===== src/mdp_map.svh =====
`ifndef MDP_MAP_SVH
`define MDP_MAP_SVH
// ==========================================
// clock and timing counts
`define MDP_CLK_NS        100
`define MDP_PWRUP_US      200
`define MDP_PWRUP_CLKS    ((`MDP_PWRUP_US * 1000 + `MDP_CLK_NS - 1) / `MDP_CLK_NS)
`define MDP_REF_MS        64
`define MDP_ROWS          4096
`define MDP_REF_CLKS      ((`MDP_REF_MS * 1000000 / `MDP_ROWS) / `MDP_CLK_NS)
`define MDP_REF_SLACK     64
`define MDP_TRCD_MCK      3
`define MDP_TRP_MCK       3
`define MDP_CL_MCK        3
`define MDP_TRFC_MCK      2
`define MDP_TMRD_MCK      2
`define MDP_TWR_MCK       2
`define MDP_INIT_REFS     2'h2
// ==========================================
// mode words and address fields
`define MDP_MODE_VAL      13'h0032
`define MDP_EMODE_VAL     13'h0000
`define MDP_MODE_BANK     2'h0
`define MDP_EMR_BANK      2'h2
`define MDP_ALLBANK_ADDR  13'h0400
// ==========================================
// data beat positions inside a burst
`define MDP_WR_PRE_BEAT   4'h1
`define MDP_WR_LAST_BEAT  4'h6
`define MDP_RD_CAP_BEAT   (`MDP_CL_MCK * 2 + 3)
`endif


===== src/mdp_pkg.sv =====
package mdp_pkg;
  typedef enum logic [3:0] {
    st_pwr, st_pall, st_iref, st_lmr, st_emr, st_idle,
    st_act, st_rw, st_wdata, st_rdata, st_pre
  } mdp_state_e;

  typedef enum logic [2:0] {
    cmd_nop, cmd_act, cmd_read, cmd_write, cmd_pre, cmd_ref, cmd_lmr
  } mdp_cmd_e;

  typedef struct packed {
    logic [8:0] s1;
    logic [8:0] s2;
  } mdp_sync_s;

  typedef struct packed {
    mdp_state_e  st;
    logic [11:0] cnt;
    logic [7:0]  ref_cnt;
    logic        ref_due;
    logic [1:0]  nref;
    logic [3:0]  beat;
    logic [1:0]  bank;
    logic [11:0] row;
    logic [8:0]  col;
    logic        is_wr;
    logic [63:0] wbuf;
    logic [7:0]  wmask;
    logic [63:0] rbuf;
    logic        rd_valid;
    logic        strobe_seen;
    logic        init_done;
    logic        req_ready;
    logic        clk_p;
    logic        clk_n;
    logic        cke;
    logic [3:0]  cmd;
    logic [12:0] addr;
    logic [1:0]  ba;
    logic [15:0] dq;
    logic [1:0]  dm;
    logic        dq_oe_n;
    logic        dqs;
  } mdp_regs_s;

  // {cs_n, ras_n, cas_n, we_n} for each command
  function automatic logic [3:0] cmd_pins(input mdp_cmd_e c);
    case (c)
      cmd_act:   return 4'h3;
      cmd_read:  return 4'h5;
      cmd_write: return 4'h4;
      cmd_pre:   return 4'h2;
      cmd_ref:   return 4'h1;
      cmd_lmr:   return 4'h0;
      default:   return 4'h7;
    endcase
  endfunction
endpackage


===== src/mdp_ctrl.sv =====
`timescale 1ns/1ps
`include "mdp_map.svh"
module mdp_ctrl (
  input  wire logic        clk,
  input  wire logic        sys_rst,
  input  wire logic        ce,
  output logic             init_done,
  output logic             req_ready,
  input  wire logic        wr_req,
  input  wire logic        rd_req,
  input  wire logic [1:0]  req_bank,
  input  wire logic [11:0] req_row,
  input  wire logic [8:0]  req_col,
  input  wire logic [63:0] wr_data,
  input  wire logic [7:0]  wr_mask,
  output logic [63:0]      rd_data,
  output logic             rd_valid,
  output logic             rd_strobe_seen,
  output logic             mem_clk_p,
  output logic             mem_clk_n,
  output logic             mem_cke,
  output logic             mem_cs_n,
  output logic             mem_ras_n,
  output logic             mem_cas_n,
  output logic             mem_we_n,
  output logic [12:0]      mem_addr,
  output logic [1:0]       mem_bank,
  input  wire logic [15:0] mem_dq_in,
  output logic [15:0]      mem_dq_out,
  output logic             mem_dq_oe_n,
  input  wire logic        lower_byte_data_strobe_in,
  output logic             lower_byte_data_strobe_out,
  output logic             lower_byte_data_strobe_oe_n,
  input  wire logic        upper_byte_data_strobe_in,
  output logic             upper_byte_data_strobe_out,
  output logic             upper_byte_data_strobe_oe_n,
  output logic             lower_byte_write_mask,
  output logic             upper_byte_write_mask
);
  mdp_pkg::mdp_regs_s r;
  mdp_pkg::mdp_regs_s next_r;
  logic [15:0]        dq_s;
  logic [1:0]         dqs_s, dqs_pin;
  logic               tick;
  logic               req_take;
  // clocks waited after a command issued on a tick edge
  function automatic logic [11:0] mck_wait(input int n);
    return 12'(2 * n - 1);
  endfunction
  // ==========================================
  // byte lane input capture
  assign dqs_pin = {upper_byte_data_strobe_in, lower_byte_data_strobe_in};
  for (genvar g = 0; g < 2; g++) begin : g_lane
    // one sampler per lane, each data line its own pin
    mdp_pin_sync u_sync (
      .clk      (clk),
      .sys_rst  (sys_rst),
      .ce       (ce),
      .pin_in   ({dqs_pin[g], mem_dq_in[8*g +: 8]}),
      .pin_sync ({dqs_s[g], dq_s[8*g +: 8]})
    );
  end
  // ==========================================
  // sequencer
  // memory clock is clk divided by two; commands change on falling mem clock
  assign tick     = r.clk_p;
  assign req_take = r.req_ready & (wr_req | rd_req);
  // next value of every register, one memory clock per two clk
  always_comb begin
    logic ref_set, ref_clr;
    ref_set       = 1'b0;
    ref_clr       = 1'b0;
    next_r        = r;
    next_r.clk_p  = ~r.clk_p;
    next_r.clk_n  = r.clk_p;
    next_r.rd_valid = 1'b0;
    next_r.cnt    = (r.cnt != 12'h0000) ? r.cnt - 12'h0001 : 12'h0000;
    // a command lasts exactly one memory clock
    next_r.cmd    = tick ? mdp_pkg::cmd_pins(mdp_pkg::cmd_nop) : r.cmd;
    // refresh interval timer, rounded down so rows never starve
    if (r.init_done) begin
      ref_set        = r.ref_cnt == 8'(`MDP_REF_CLKS - 1);
      next_r.ref_cnt = ref_set ? 8'h00 : r.ref_cnt + 8'h01;
    end
    case (r.st)
      mdp_pkg::st_pwr: begin
        if (tick && r.cnt == 12'h0000) begin
          next_r.cke = 1'b1;
          next_r.cnt = mck_wait(1);
          next_r.st  = mdp_pkg::st_pall;
        end
      end
      mdp_pkg::st_pall: begin
        if (tick && r.cnt == 12'h0000) begin
          next_r.cmd  = mdp_pkg::cmd_pins(mdp_pkg::cmd_pre);
          next_r.addr = `MDP_ALLBANK_ADDR;
          next_r.cnt  = mck_wait(`MDP_TRP_MCK);
          next_r.nref = `MDP_INIT_REFS;
          next_r.st   = mdp_pkg::st_iref;
        end
      end
      mdp_pkg::st_iref: begin
        if (tick && r.cnt == 12'h0000) begin
          next_r.cmd  = mdp_pkg::cmd_pins(mdp_pkg::cmd_ref);
          next_r.cnt  = mck_wait(`MDP_TRFC_MCK);
          next_r.nref = r.nref - 2'h1;
          next_r.st   = (r.nref == 2'h1) ? mdp_pkg::st_lmr : mdp_pkg::st_iref;
        end
      end
      mdp_pkg::st_lmr: begin
        if (tick && r.cnt == 12'h0000) begin
          next_r.cmd  = mdp_pkg::cmd_pins(mdp_pkg::cmd_lmr);
          next_r.ba   = `MDP_MODE_BANK;
          next_r.addr = `MDP_MODE_VAL;
          next_r.cnt  = mck_wait(`MDP_TMRD_MCK);
          next_r.st   = mdp_pkg::st_emr;
        end
      end
      mdp_pkg::st_emr: begin
        if (tick && r.cnt == 12'h0000) begin
          next_r.cmd       = mdp_pkg::cmd_pins(mdp_pkg::cmd_lmr);
          next_r.ba        = `MDP_EMR_BANK;
          next_r.addr      = `MDP_EMODE_VAL;
          next_r.cnt       = mck_wait(`MDP_TMRD_MCK);
          next_r.init_done = 1'b1;
          next_r.st        = mdp_pkg::st_idle;
        end
      end
      mdp_pkg::st_idle: begin
        // an advertised ready is honoured before a pending refresh
        if (req_take) begin
          next_r.is_wr = wr_req;
          next_r.bank  = req_bank;
          next_r.row   = req_row;
          next_r.col   = {req_col[8:2], 2'h0};
          next_r.wbuf  = wr_data;
          next_r.wmask = wr_mask;
          next_r.st    = mdp_pkg::st_act;
        end else if (tick && r.cnt == 12'h0000 && r.ref_due) begin
          next_r.cmd = mdp_pkg::cmd_pins(mdp_pkg::cmd_ref);
          next_r.cnt = mck_wait(`MDP_TRFC_MCK);
          ref_clr    = 1'b1;
        end
      end
      mdp_pkg::st_act: begin
        if (tick && r.cnt == 12'h0000) begin
          next_r.cmd  = mdp_pkg::cmd_pins(mdp_pkg::cmd_act);
          next_r.ba   = r.bank;
          next_r.addr = {1'b0, r.row};
          next_r.cnt  = mck_wait(`MDP_TRCD_MCK);
          next_r.st   = mdp_pkg::st_rw;
        end
      end
      mdp_pkg::st_rw: begin
        if (tick && r.cnt == 12'h0000) begin
          next_r.cmd  = r.is_wr ? mdp_pkg::cmd_pins(mdp_pkg::cmd_write) : mdp_pkg::cmd_pins(mdp_pkg::cmd_read);
          next_r.ba   = r.bank;
          next_r.addr = {4'h0, r.col};
          next_r.beat = 4'h0;
          next_r.st   = r.is_wr ? mdp_pkg::st_wdata : mdp_pkg::st_rdata;
        end
      end
      mdp_pkg::st_wdata: begin
        // preamble, four beats with strobe toggling, then release
        next_r.beat = r.beat + 4'h1;
        if (r.beat == `MDP_WR_PRE_BEAT) begin
          next_r.dq_oe_n = 1'b0;
          next_r.dqs     = 1'b0;
        end else if (r.beat == `MDP_WR_LAST_BEAT) begin
          next_r.dq_oe_n = 1'b1;
          next_r.dqs     = 1'b0;
          next_r.dm      = 2'h0;
          next_r.cnt     = mck_wait(`MDP_TWR_MCK);
          next_r.st      = mdp_pkg::st_pre;
        end else if (r.beat > `MDP_WR_PRE_BEAT) begin
          next_r.dq    = r.wbuf[15:0];
          next_r.dm    = r.wmask[1:0];
          next_r.dqs   = ~r.beat[0];
          next_r.wbuf  = {16'h0000, r.wbuf[63:16]};
          next_r.wmask = {2'h0, r.wmask[7:2]};
        end
      end
      mdp_pkg::st_rdata: begin
        // fixed capture window: latency plus sampler delay
        next_r.beat = r.beat + 4'h1;
        next_r.rbuf = (r.beat >= 4'(`MDP_RD_CAP_BEAT)) ? {dq_s, r.rbuf[63:16]} : r.rbuf;
        next_r.strobe_seen = (r.beat == 4'(`MDP_RD_CAP_BEAT)) ? &dqs_s : r.strobe_seen;
        if (r.beat == 4'(`MDP_RD_CAP_BEAT + 3)) begin
          next_r.rd_valid = 1'b1;
          next_r.cnt      = 12'h0000;
          next_r.st       = mdp_pkg::st_pre;
        end
      end
      mdp_pkg::st_pre: begin
        if (tick && r.cnt == 12'h0000) begin
          next_r.cmd  = mdp_pkg::cmd_pins(mdp_pkg::cmd_pre);
          next_r.addr = `MDP_ALLBANK_ADDR;
          next_r.cnt  = mck_wait(`MDP_TRP_MCK);
          next_r.st   = mdp_pkg::st_idle;
        end
      end
      default: begin
        next_r.st = mdp_pkg::st_idle;
      end
    endcase
    // a timer event in the clearing cycle is kept
    next_r.ref_due   = ref_set | (r.ref_due & ~ref_clr);
    next_r.req_ready = (next_r.st == mdp_pkg::st_idle) & next_r.init_done & ~next_r.ref_due;
  end
  // ==========================================
  // state register
  always_ff @(posedge clk) begin
    if (sys_rst) begin
      r         <= '0;
      r.st      <= mdp_pkg::st_pwr;
      r.cnt     <= 12'(`MDP_PWRUP_CLKS - 1);
      r.clk_n   <= 1'b1;
      r.cmd     <= mdp_pkg::cmd_pins(mdp_pkg::cmd_nop);
      r.dq_oe_n <= 1'b1;
    end else if (ce) begin
      r <= next_r;
    end
  end
  // ==========================================
  // outputs, all straight from the state register
  assign {init_done, req_ready, rd_valid, rd_strobe_seen} = {r.init_done, r.req_ready, r.rd_valid, r.strobe_seen};
  assign rd_data                     = r.rbuf;
  assign {mem_clk_p, mem_clk_n, mem_cke} = {r.clk_p, r.clk_n, r.cke};
  assign {mem_cs_n, mem_ras_n, mem_cas_n, mem_we_n} = r.cmd;
  assign {mem_addr, mem_bank}        = {r.addr, r.ba};
  assign {mem_dq_out, mem_dq_oe_n}   = {r.dq, r.dq_oe_n};
  assign {lower_byte_data_strobe_out, upper_byte_data_strobe_out} = {2{r.dqs}};
  assign {lower_byte_data_strobe_oe_n, upper_byte_data_strobe_oe_n} = {2{r.dq_oe_n}};
  assign {upper_byte_write_mask, lower_byte_write_mask} = r.dm;
  // ==========================================
  // checks
  logic [8:0] since_ref;
  wire        is_act = r.cmd == mdp_pkg::cmd_pins(mdp_pkg::cmd_act);
  wire        is_rd  = r.cmd == mdp_pkg::cmd_pins(mdp_pkg::cmd_read);
  wire        is_rw  = is_rd | (r.cmd == mdp_pkg::cmd_pins(mdp_pkg::cmd_write));
  wire        is_pre = r.cmd == mdp_pkg::cmd_pins(mdp_pkg::cmd_pre);
  wire        is_ref = r.cmd == mdp_pkg::cmd_pins(mdp_pkg::cmd_ref);
  wire        is_lmr = r.cmd == mdp_pkg::cmd_pins(mdp_pkg::cmd_lmr);
  // clocks since the last refresh command, saturating
  always_ff @(posedge clk) begin
    if (sys_rst || is_ref) begin
      since_ref <= 9'h000;
    end else if (ce && since_ref != 9'h1ff) begin
      since_ref <= since_ref + 9'h001;
    end
  end
endmodule


===== src/mdp_pin_sync.sv =====
`timescale 1ns/1ps
// ==========================================
// two-stage synchroniser for one byte lane plus its strobe
module mdp_pin_sync (
  input  wire logic       clk,
  input  wire logic       sys_rst,
  input  wire logic       ce,
  input  wire logic [8:0] pin_in,
  output logic      [8:0] pin_sync
);
  mdp_pkg::mdp_sync_s r;
  mdp_pkg::mdp_sync_s next_r;

  // first stage feeds only the second stage
  always_comb begin
    next_r    = r;
    next_r.s1 = pin_in;
    next_r.s2 = r.s1;
  end

  always_ff @(posedge clk) begin
    if (sys_rst) begin
      r <= '0;
    end else if (ce) begin
      r <= next_r;
    end
  end

  assign pin_sync = r.s2;
endmodule


===== config.mk =====
export PLATFORM = sky130hd
export DESIGN_NAME = mdp_ctrl
export DESIGN_NICKNAME = d
export VERILOG_FILES = /design/src/mdp_pkg.sv /design/src/mdp_ctrl.sv /design/src/mdp_pin_sync.sv
export VERILOG_INCLUDE_DIRS = /design/src /design/src/src
export SDC_FILE = /design/constraint.sdc
export NUM_CORES = 1
export LEC_CHECK = 0
export ABC_AREA = 1
export BUFFER_PORTS_ARGS = -buffer_cell sky130_fd_sc_hd__buf_2
export CORE_ASPECT_RATIO = 1.4
export CORE_MARGIN = 2
export CORE_UTILIZATION = 40
export DETAILED_ROUTE_END_ITERATION = 16
export PLACE_DENSITY = 0.59
export SETUP_SLACK_MARGIN = 0.4
export SYNTH_ARGS = -nofsm -noshare
export SYNTH_HDL_FRONTEND = slang
export SYNTH_SLANG_ARGS = --single-unit

===== constraint.sdc =====
create_clock -name clk -period 2.42 [get_ports clk]
set_input_delay 0.363 -clock clk [delete_from_list [all_inputs] [get_ports clk]]
set_output_delay 0.363 -clock clk [all_outputs]
set_load 0.01 [all_outputs]

## After elaboration in Yosys (flattened, before gate mapping)

Cells that the tools add are included.

- Eq/ne operators: 28
- Shift-type cells: 0
- Div/mod/pow operators: 0
- Add/subtract/negate cells: 4
- Magnitude comparators: 2
- Muxes and demuxes: 58
- Reduce and logical (&&, ||, !) cells: 30
- Bitwise logic cells: 12
- $mul: 0

Operator list:

| operator | count |
|---|---|
| 72-bit 2-to-1 mux | 4 |
| 16-bit 2-to-1 mux | 10 |
| 72-bit one-hot mux with 2 select lines | 1 |
| 12-bit one-hot mux with 10 select lines | 1 |
| 19-bit 2-to-1 mux | 4 |
| 13-bit one-hot mux with 5 select lines | 1 |
| 4-bit one-hot mux with 11 select lines | 1 |
| 12-bit 2-to-1 mux | 3 |
| 4-bit 2-to-1 mux | 7 |
| 4-bit one-hot mux with 7 select lines | 1 |
| 4-bit by 3-bit == test with 1-bit output, second input constant | 6 |
| 3-bit AND reduction | 7 |
| 4-bit == test, second input constant | 5 |
| 2-bit inequality test, second input constant | 10 |
| 17-bit 2-to-1 mux | 1 |
| 1-bit 2-to-1 mux | 14 |
| 12-bit zero test | 1 |
| 2-bit 2-to-1 mux | 6 |
| 6-bit AND reduction | 2 |
| 12-bit nonzero test | 1 |
| 12-bit by 1-bit subtractor with 12-bit output, second input constant | 1 |
| 2-bit nonzero test | 5 |
| 8-bit by 1-bit adder with 8-bit output, second input constant | 1 |
| 4-bit by 1-bit == test with 1-bit output, second input constant | 2 |
| 25 further kinds | 39 |

- Bits in read-only memories: 0
- Latch bits: 0
- Word-level logic and storage cells: 165
- Memory bits (writable): 0
- Output and inout bits: 113
- Flip-flop bits (word level): 271
- Input bits: 118
- Memories kept: 0

## Longest topological paths before layout

Gate-level depths: netlist (run 1).

- Depth in word-level cells: 11
- Mapped depth: 14
- Gate-level depth less buffers: 13

## Hierarchy

A second synthesis (run 1) with hierarchy kept.

- Cells, all modules: 1667
- Area total of the unflattened synthesis: 12216.7 um^2

By module, submodules not included:

| module | seq. area each (um^2) | cells each | area each (um^2) | instances |
|---|---|---|---|---|
| mdp_ctrl | 4684.5 | 1439 | 10697.8 | 1 |
| mdp_pin_sync | 360.3 | 114 | 759.5 | 2 |

## Worst setup path after synthesis (run 1)

Ideal clock, no wire load.

- Kind: register -> register
- Start point: reg r[206] (netlist bit)
- End point: reg r, in the netlist mem_dq_out[10]
- Cell stages (with the launch flop): 12
- Slack: 614 ps
- Clock period less this slack: 1806 ps
- Data required time: 2304 ps
- Path buffers: 1
- Data arrival time: 1691 ps
- Setup time: 116 ps
- Cell sequence: dfxtp_1 inv_1 ha_1 o21ai_0 inv_1 nor2_1 inv_1 nor2_2 nand2_1 clkbuf_1 o21ai_0 nor2_1

- Longest elaborated chain between the ends: 3
- Elaborated cells on any way between the ends: 6
- Classes of those cells: order compare (1); eq/ne (2); bitwise (2); reduce/logical (1)

RTL lines:

| item | RTL line | RTL |
|---|---|---|
| from (decl) | mdp_ctrl.sv:40 | `mdp_pkg::mdp_regs_s r;` |
| from (signal assigned) | mdp_ctrl.sv:221 | `r <= next_r;` |
| parallel branches: the longest is 2 deep, another holds 4-bit by 1-bit > comparator with 1-bit output | n/a |  |
| 5-bit AND reduction (no source line) * | n/a |  |

Mark *: on every way between the ends.
A chain may end at the register's enable or synchronous reset.

## Final worst setup path (run 1)

- Start point: reg r[221] (netlist bit)
- End point: reg r, in the netlist mem_addr[4]

- Longest elaborated chain between the ends: 4
- Elaborated cells on any way between the ends: 8
- Classes of those cells: eq/ne (5); reduce/logical (3)

RTL lines:

| item |
|---|
| 12-bit zero test * |
| 1-bit logical AND * |
| 2-bit inequality test (no source line) or 2-bit by 1-bit inequality test with 1-bit output (tied branches) |
| 7-bit AND reduction (no source line) * |

Every way passes the cells marked *; elsewhere a longest branch is shown, timed or not.

==> flow_metrics.tcl, run 1 <==
set metrics [dict create \
    drtIter0Drc 466 \
    slew_headroom_pct 56.38 \
    synth-seq-cells 270 \
    maxCapViolations 0 \
    hold_class "in2reg" \
    power_density_nw_per_um2 715.7 \
    routed_wirelength_um 29350 \
    gp_congestion 0.8772 \
    synth.most_common_cell "nor2_1" \
    worstPathArrival_ns 2.37 \
    synth.mux.area_fraction_pct 0 \
    synth_adder_area_share_pct 0.7430 \
    cts_buffers 28 \
    final_hold_viol_count 0 \
    syn-cell-area_um2 11790 \
    finalClockSkew_ns 0.01935 \
    tightestPinTransition_ns 0.6544 \
    syn_inst 1592 \
    clockRootBuffer "clkbuf_16" \
    drc 0 \
    final.period_utilization_pct 80.41 \
    synth.largest_area_cell "dfxtp_1" \
    max_freq_mhz 513.9 \
    synth_warnings 0 \
    synth.net_count 1717 \
    wl_per_cell_um 13.95 \
    crit_path_start_kind "register" \
    synth_ff_type "dfxtp_1" \
    rr_startpoint "r[221]$_SDFFE_PP1P_" \
    grt_pass1_vias 9602 \
    cp-startpoint "r[221]$_SDFFE_PP1P_" \
    overflow 0 \
    die_area_um2 30880 \
    ctsHoldBuffers 0 \
    grt_pass1_wl_um 47590 \
    path_clk_slew_ns 0.06 \
    clock_latency_ns 0.55 \
    dr.pass1.iters 5 \
    ios 231 \
    yosys.area.top_type_share_pct 45.86 \
    status "finished, final reports clean" \
    core_um2 29070 \
    ys_async_sr_fraction_pct 0 \
    yosys.area_share.simple_pct 20.96 \
    synth_xor_area_share_pct 0.6687 \
    num_vias 10257 \
    dp_slack_ns 0.2287 \
    ys_types 42 \
    cts.path.max_buffers 3 \
    vias_per_cell 4.875 \
    drive_gt1_share_pct 23.04 \
    cp_max_fo 7 \
    io_buffers 227 \
    min_period_ns 1.946 \
    avgSynthCellArea_um2 7.404 \
    die_h_um 207.1 \
    dp_hpwl_um 19510 \
    cts.sinks 270 \
    endpoint_kind "register" \
    worst_slack_ns 0.4741 \
    leakagePower_uw 0.006025 \
    synth-edff-count 0 \
    htreeDepth 1 \
    cts_tree "yes" \
    path_class "reg2reg" \
    fill_cells 2950 \
    synth_area_leaders "dfxtp_1 46%, nor2_1 11%, o21ai_0 9.5%" \
    rows 74 \
    worstPathRequired_ns 2.85 \
    ant_nets 0 \
    ir_drop_mv 0.4289 \
    grt.total_usage_pct 18.43 \
    synth_top_family_by_area "simple AND/OR/NAND/NOR gates" \
    final-max-slew-violation-count 0 \
    tns_ns 0 \
    synthTopCellsByCount "345 x nor2_1, 270 x dfxtp_1, 223 x o21ai_0" \
    hp-start "mem_dq_in[5]" \
    area_growth_pct 18.11 \
    nets 1826 \
    synth-compound-area-share_pct 18.68 \
    grt_max_degree 92 \
    die_w_um 149.1 \
    start_util_pct 40.54 \
    setup_viol 0 \
    yosysSeqAreaShare_pct 45.86 \
    antenna_found_initial 3 \
    rsz0062_at_grt "yes" \
]
critical path, cell delays in order (launching register included):
cell and delay (ns):
dfxtp_2 0.33, inv_2 0.07, ha_4 0.16, nand2_4 0.07, nor2_8 0.16, nand3_4 0.16, a21oi_4 0.20, nand2_2 0.09
nor2_4 0.22, buf_12 0.15, inv_2 0.07, nor2_2 0.11, nor2_1 0.05
report_power, final:
part	leakage, µW	internal [µW]	switching, µW
combinational	0.00334	295	444
clock	0.000492	2810	1810
sequential	0.00219	4550	61.0
registers in the layout (all words and copies together) (netlist names), 2 cells and up:
name                    cells
mem_addr                   12
g_lane.u_sync.next_r       18
r                         125
mem_bank                    2
rd_data                    64
g_lane.u_sync.pin_sync     18
mem_dq_out                 16
stage by stage:
stage | instances | hold WS [ns] | total power [µW] | util (%) | instance area [µm²]
2_1_floorplan | 1592 | 0.4237 | 5166 | - | 11790
3_3_place_gp | 2035 | 0.4166 | 5393 | 43.19 | 12560
3_5_place_dp | 2035 | 0.4215 | 5403 | 43.19 | 12560
4_1_cts | 2090 | 0.01171 | 10050 | 46.94 | 13650
5_1_grt | 2103 | 0.03584 | 10380 | 47.88 | 13920
6_report | 2104 | 0.04483 | 9964 | 47.89 | 13920
repair_timing:
item                       CTS  global route
resized for setup           10            50
cloned                       2             2
pin swaps                    1            10
setup endpoints to repair   75           148
buffers inserted             1            11
final cells by class:
type | instances | area [µm²] | share of cell area (%)
antenna | 1 | 2.502 | 0.01797
clock inverter | 12 | 170.2 | 1.222
multi-input combinational | 1028 | 4992 | 35.86
clock buffer | 40 | 827.0 | 5.941
tap | 380 | 475.5 | 3.415
sequential | 270 | 5420 | 38.93
inverter | 102 | 392.9 | 2.822
timing repair buffer | 271 | 1642 | 11.79
worst paths after layout:
check	end	slack, ns	cells after the start
worst min-delay path	g_lane[0].u_sync.next_r[5]$_SDFFE_PP0P_	0.04	3
worst min register to register	mem_cs_n$_SDFFE_PP0P_	0.43	2
worst max register to register	mem_addr[4]$_SDFFE_PP0P_	0.47	12
worst max-delay path	mem_addr[4]$_SDFFE_PP0P_	0.47	12
cells by family (layout without fill, tap and decap cells):
| kind of cell | after synthesis | after routing |
|---|---|---|
| AO/OA/AOI/OAI | 403 | 403 |
| XOR/XNOR | 9 | 9 |
| adder cells (fa/ha/maj) | 7 | 7 |
| buffers and inverters | 294 | 425 |
| flip-flops | 270 | 270 |
| other | 1 | 2 |
| AND/OR/NAND/NOR | 608 | 608 |
cell usage in the layout (no fill, tap or decap), types with 7 or more instances in the layout:
master and instances:
nor2_1 339, dfxtp_1 262, buf_2 227, o21ai_0 216, nand2_1 178, inv_1 81, a21oi_1 70, a31oi_1 41
clkbuf_16 31, buf_4 31, nand3_1 27, o21ai_1 24, inv_2 18, a211oi_1 18, nand2_2 13, nand4_1 13
nor3_1 12, o211ai_1 10, nor2_2 7, buf_12 7
routing by layer:
metal / global-route usage, % / part of all wire [%] / vias up / wire (µm)
li1: - / - / 5338 / -
met4: 6.010 / 2.6 / 2 / 754
met3: 3.568 / 5.9 / 52 / 1731
met5: 0 / 0.044 / - / 13
met2: 31.78 / 48 / 252 / 14050
met1: 22.95 / 44 / 4613 / 12800
Note: power is estimated with default switching activity, not from simulation.
==> run 2: changes to the inputs <==
ABC_AREA = 0   (was 1)
clock period = 1.8 ns   (was 2.42 ns; I/O delays follow)
==> flow_metrics.tcl, run 2 <==
set metrics [dict create \
    worstPathRequired_ns 2.25 \
    cts.sinks 270 \
    synth.largest_area_cell "dfxtp_1" \
    top_register "r" \
    synth.most_common_cell "nand2_1" \
    final_hold_viol_count 0 \
    io_buffers 227 \
    path_clk_slew_ns 0.07 \
    ys_types 69 \
    ios 231 \
    cts_tree "yes" \
    antenna_found_initial 0 \
    cts.path.max_buffers 3 \
    place_area_um2 13750 \
    final-max-slew-violation-count 0 \
    grt_pass1_wl_um 64320 \
    fill_cells 2060 \
    die_w_um 149.8 \
    gp_congestion 0.8698 \
    synth-edff-count 0 \
    synth_ff_type "dfxtp_1" \
    slew_headroom_pct 62.88 \
    cp.buffers_inverters 4 \
    path_class "reg2reg" \
    grt_max_degree 93 \
    synth_area_leaders "dfxtp_1 45%, nand2_1 10%, buf_4 6.2%" \
    worst_slack_ns -0.3302 \
    rows 74 \
    crit_path_start_kind "register" \
    endpoint_kind "register" \
    nets 2029 \
    grt_pass1_vias 12419 \
    largest_register_ffs 125 \
    synthTopCellsByCount "332 x nand2_1, 270 x dfxtp_1, 177 x nor2_1" \
    setup_viol 195 \
    maxCapViolations 0 \
    cp_max_fo 8 \
    diodes 0 \
    final_area_um2 20090 \
    violations "negative setup slack" \
    clock_latency_ns 0.57 \
    rsz0062_at_grt "yes" \
    routed_wirelength_um 44340 \
    yosys.area.top_type_share_pct 45.40 \
    clockRootBuffer "clkbuf_16" \
    syn_inst 1477 \
    wl_per_cell_um 19.25 \
    slowest_stage "dfxtp_4" \
    slowest_delay_ns 0.36 \
    cp_top_family "compound AO/OA/AOI/OAI gates" \
    die_area_um2 31180 \
    status "finished with violations" \
    die_h_um 208.1 \
    dp_hpwl_um 22630 \
    ant_nets 0 \
    hold_class "in2reg" \
    drive_gt1_share_pct 49.38 \
    vias_per_cell 5.419 \
    cp_cell_sequence "buf_6 -> nor4b_4 -> a31o_2 -> o211a_4 -> buf_6 -> buf_6 -> buf_12 -> nor2_1 -> a311oi_1" \
    drc 0 \
    final.period_utilization_pct 118.3 \
    syn-cell-area_um2 11910 \
    dr.pass1.iters 5 \
    max_freq_mhz 469.4 \
    tightestPinTransition_ns 0.5569 \
    htreeDepth 1 \
    avgSynthCellArea_um2 8.060 \
    area_growth_pct 68.73 \
    core_um2 29260 \
    final_cell_mix "234 x nand2_1, 233 x dfxtp_1, 223 x buf_2, 120 x nor2_1, 117 x buf_4" \
    grt.total_usage_pct 25.53 \
    overflow 0 \
    crit_top_cell "buf_6" \
    yosysSeqAreaShare_pct 45.40 \
    ys_async_sr_fraction_pct 0 \
    start_util_pct 40.69 \
    synth_warnings 0 \
    finalClockSkew_ns 0.01626 \
    dp_cells 2011 \
    synth.net_count 1602 \
    worstPathArrival_ns 2.58 \
    ir_drop_mv 0.6187 \
    leakagePower_uw 0.008024 \
    final_common_cell "nand2_1" \
    num_vias 12486 \
    drtIter0Drc 641 \
    min_period_ns 2.130 \
    final_cell_count_no_fill 2304 \
    cts_buffers 28 \
    synth-seq-cells 270 \
    power_density_nw_per_um2 644.3 \
]
[run 2: cell types whose count changed after synthesis, moves of 16 or more]
| cell | delta |
|---|---|
| a21oi_1 | +63 |
| a311oi_1 | +55 |
| a31oi_1 | -35 |
| clkbuf_1 | +19 |
| inv_1 | -73 |
| inv_2 | -16 |
| mux2i_1 | +56 |
| nand2_1 | +146 |
| nor2_1 | -168 |
| o21ai_0 | -193 |
| o21ai_1 | -21 |
[run 2: final cells by class]
| cell class | instances | area, µm² | area share (%) |
|---|---|---|---|
| Multi-Input combinational cell | 985 | 7335 | 36.51 |
| Clock inverter | 11 | 147.6 | 0.7350 |
| Timing Repair Buffer | 605 | 5776 | 28.75 |
| Tap cell | 380 | 475.5 | 2.367 |
| Sequential cell | 270 | 5502 | 27.39 |
| Inverter | 14 | 61.31 | 0.3052 |
| Clock buffer | 39 | 792.0 | 3.943 |
[run 2: through the flow]
stage	TNS (ns)	total power, µW	setup WS [ns]	hold slack, ns	util (%)
after floorplan	-16.28	6523	-0.4769	0.4053	-
after global routing	-46.22	13350	-0.4467	0.03261	68.66
after CTS	-26.80	12980	-0.3625	0.001689	63.62
after detailed placement	-23.08	6805	-0.4827	0.4148	46.99
final	-29.98	12940	-0.3302	0.02704	68.66
after global placement	-20.35	6802	-0.4435	0.4124	46.99
[run 2: per-layer routing]
metal	track usage (%)	wire length, µm
met2	46.75	23370
met4	12.56	2594
met1	28.34	16050
met5	0	0
met3	3.684	2332
[run 2: worst register-to-register path: stages (launching register included)]
cell	delay [ns]
dfxtp_4	0.36
buf_6	0.12
nor4b_4	0.28
a31o_2	0.24
o211a_4	0.26
buf_6	0.14
buf_6	0.12
buf_12	0.14
nor2_1	0.06
a311oi_1	0.28
[run 2: worst paths after layout]
path,cells past startpoint,end,start,slack (ns)
min,3,r[126]$_SDFFE_PP0P_,wr_data[8],0.03
max,9,r[144]$_SDFFE_PP0P_,r[235]$_SDFFE_PP0P_,-0.33
min reg2reg,2,mem_cs_n$_SDFFE_PP0P_,mem_cs_n$_SDFFE_PP0P_,0.42
max reg2reg,9,r[144]$_SDFFE_PP0P_,r[235]$_SDFFE_PP0P_,-0.33
[run 2: kinds of logic after synthesis]
family | Yosys count | share of synthesized area [%]
compound gates | 279 | 15.23
buf+inv | 223 | 10.68
flops | 270 | 45.40
fa+ha+maj | 8 | 0.8197
other cells | 1 | 0.03150
xor+xnor | 10 | 0.7356
mux | 56 | 4.708
simple gates | 630 | 22.40
[run 2: repair_timing]
| action | 4_1_cts | 5_1_grt |
|---|---|---|
| setup buffers | 74 | 18 |
| cloned | 39 | 2 |
| hold buffers | 110 | 0 |
| gates resized for setup | 345 | 310 |
| pin swaps | 139 | 111 |
| endpoints found under the setup margin | 243 | 258 |
| hold endpoints to repair | 110 | 0 |
[run 2: report_power, final]
| part | internal, µW | switching [µW] |
|---|---|---|
| Combinational | 450 | 456 |
| Sequential | 6000 | 42.9 |
| Clock | 3500 | 2490 |
| Total | 9960 | 2990 |
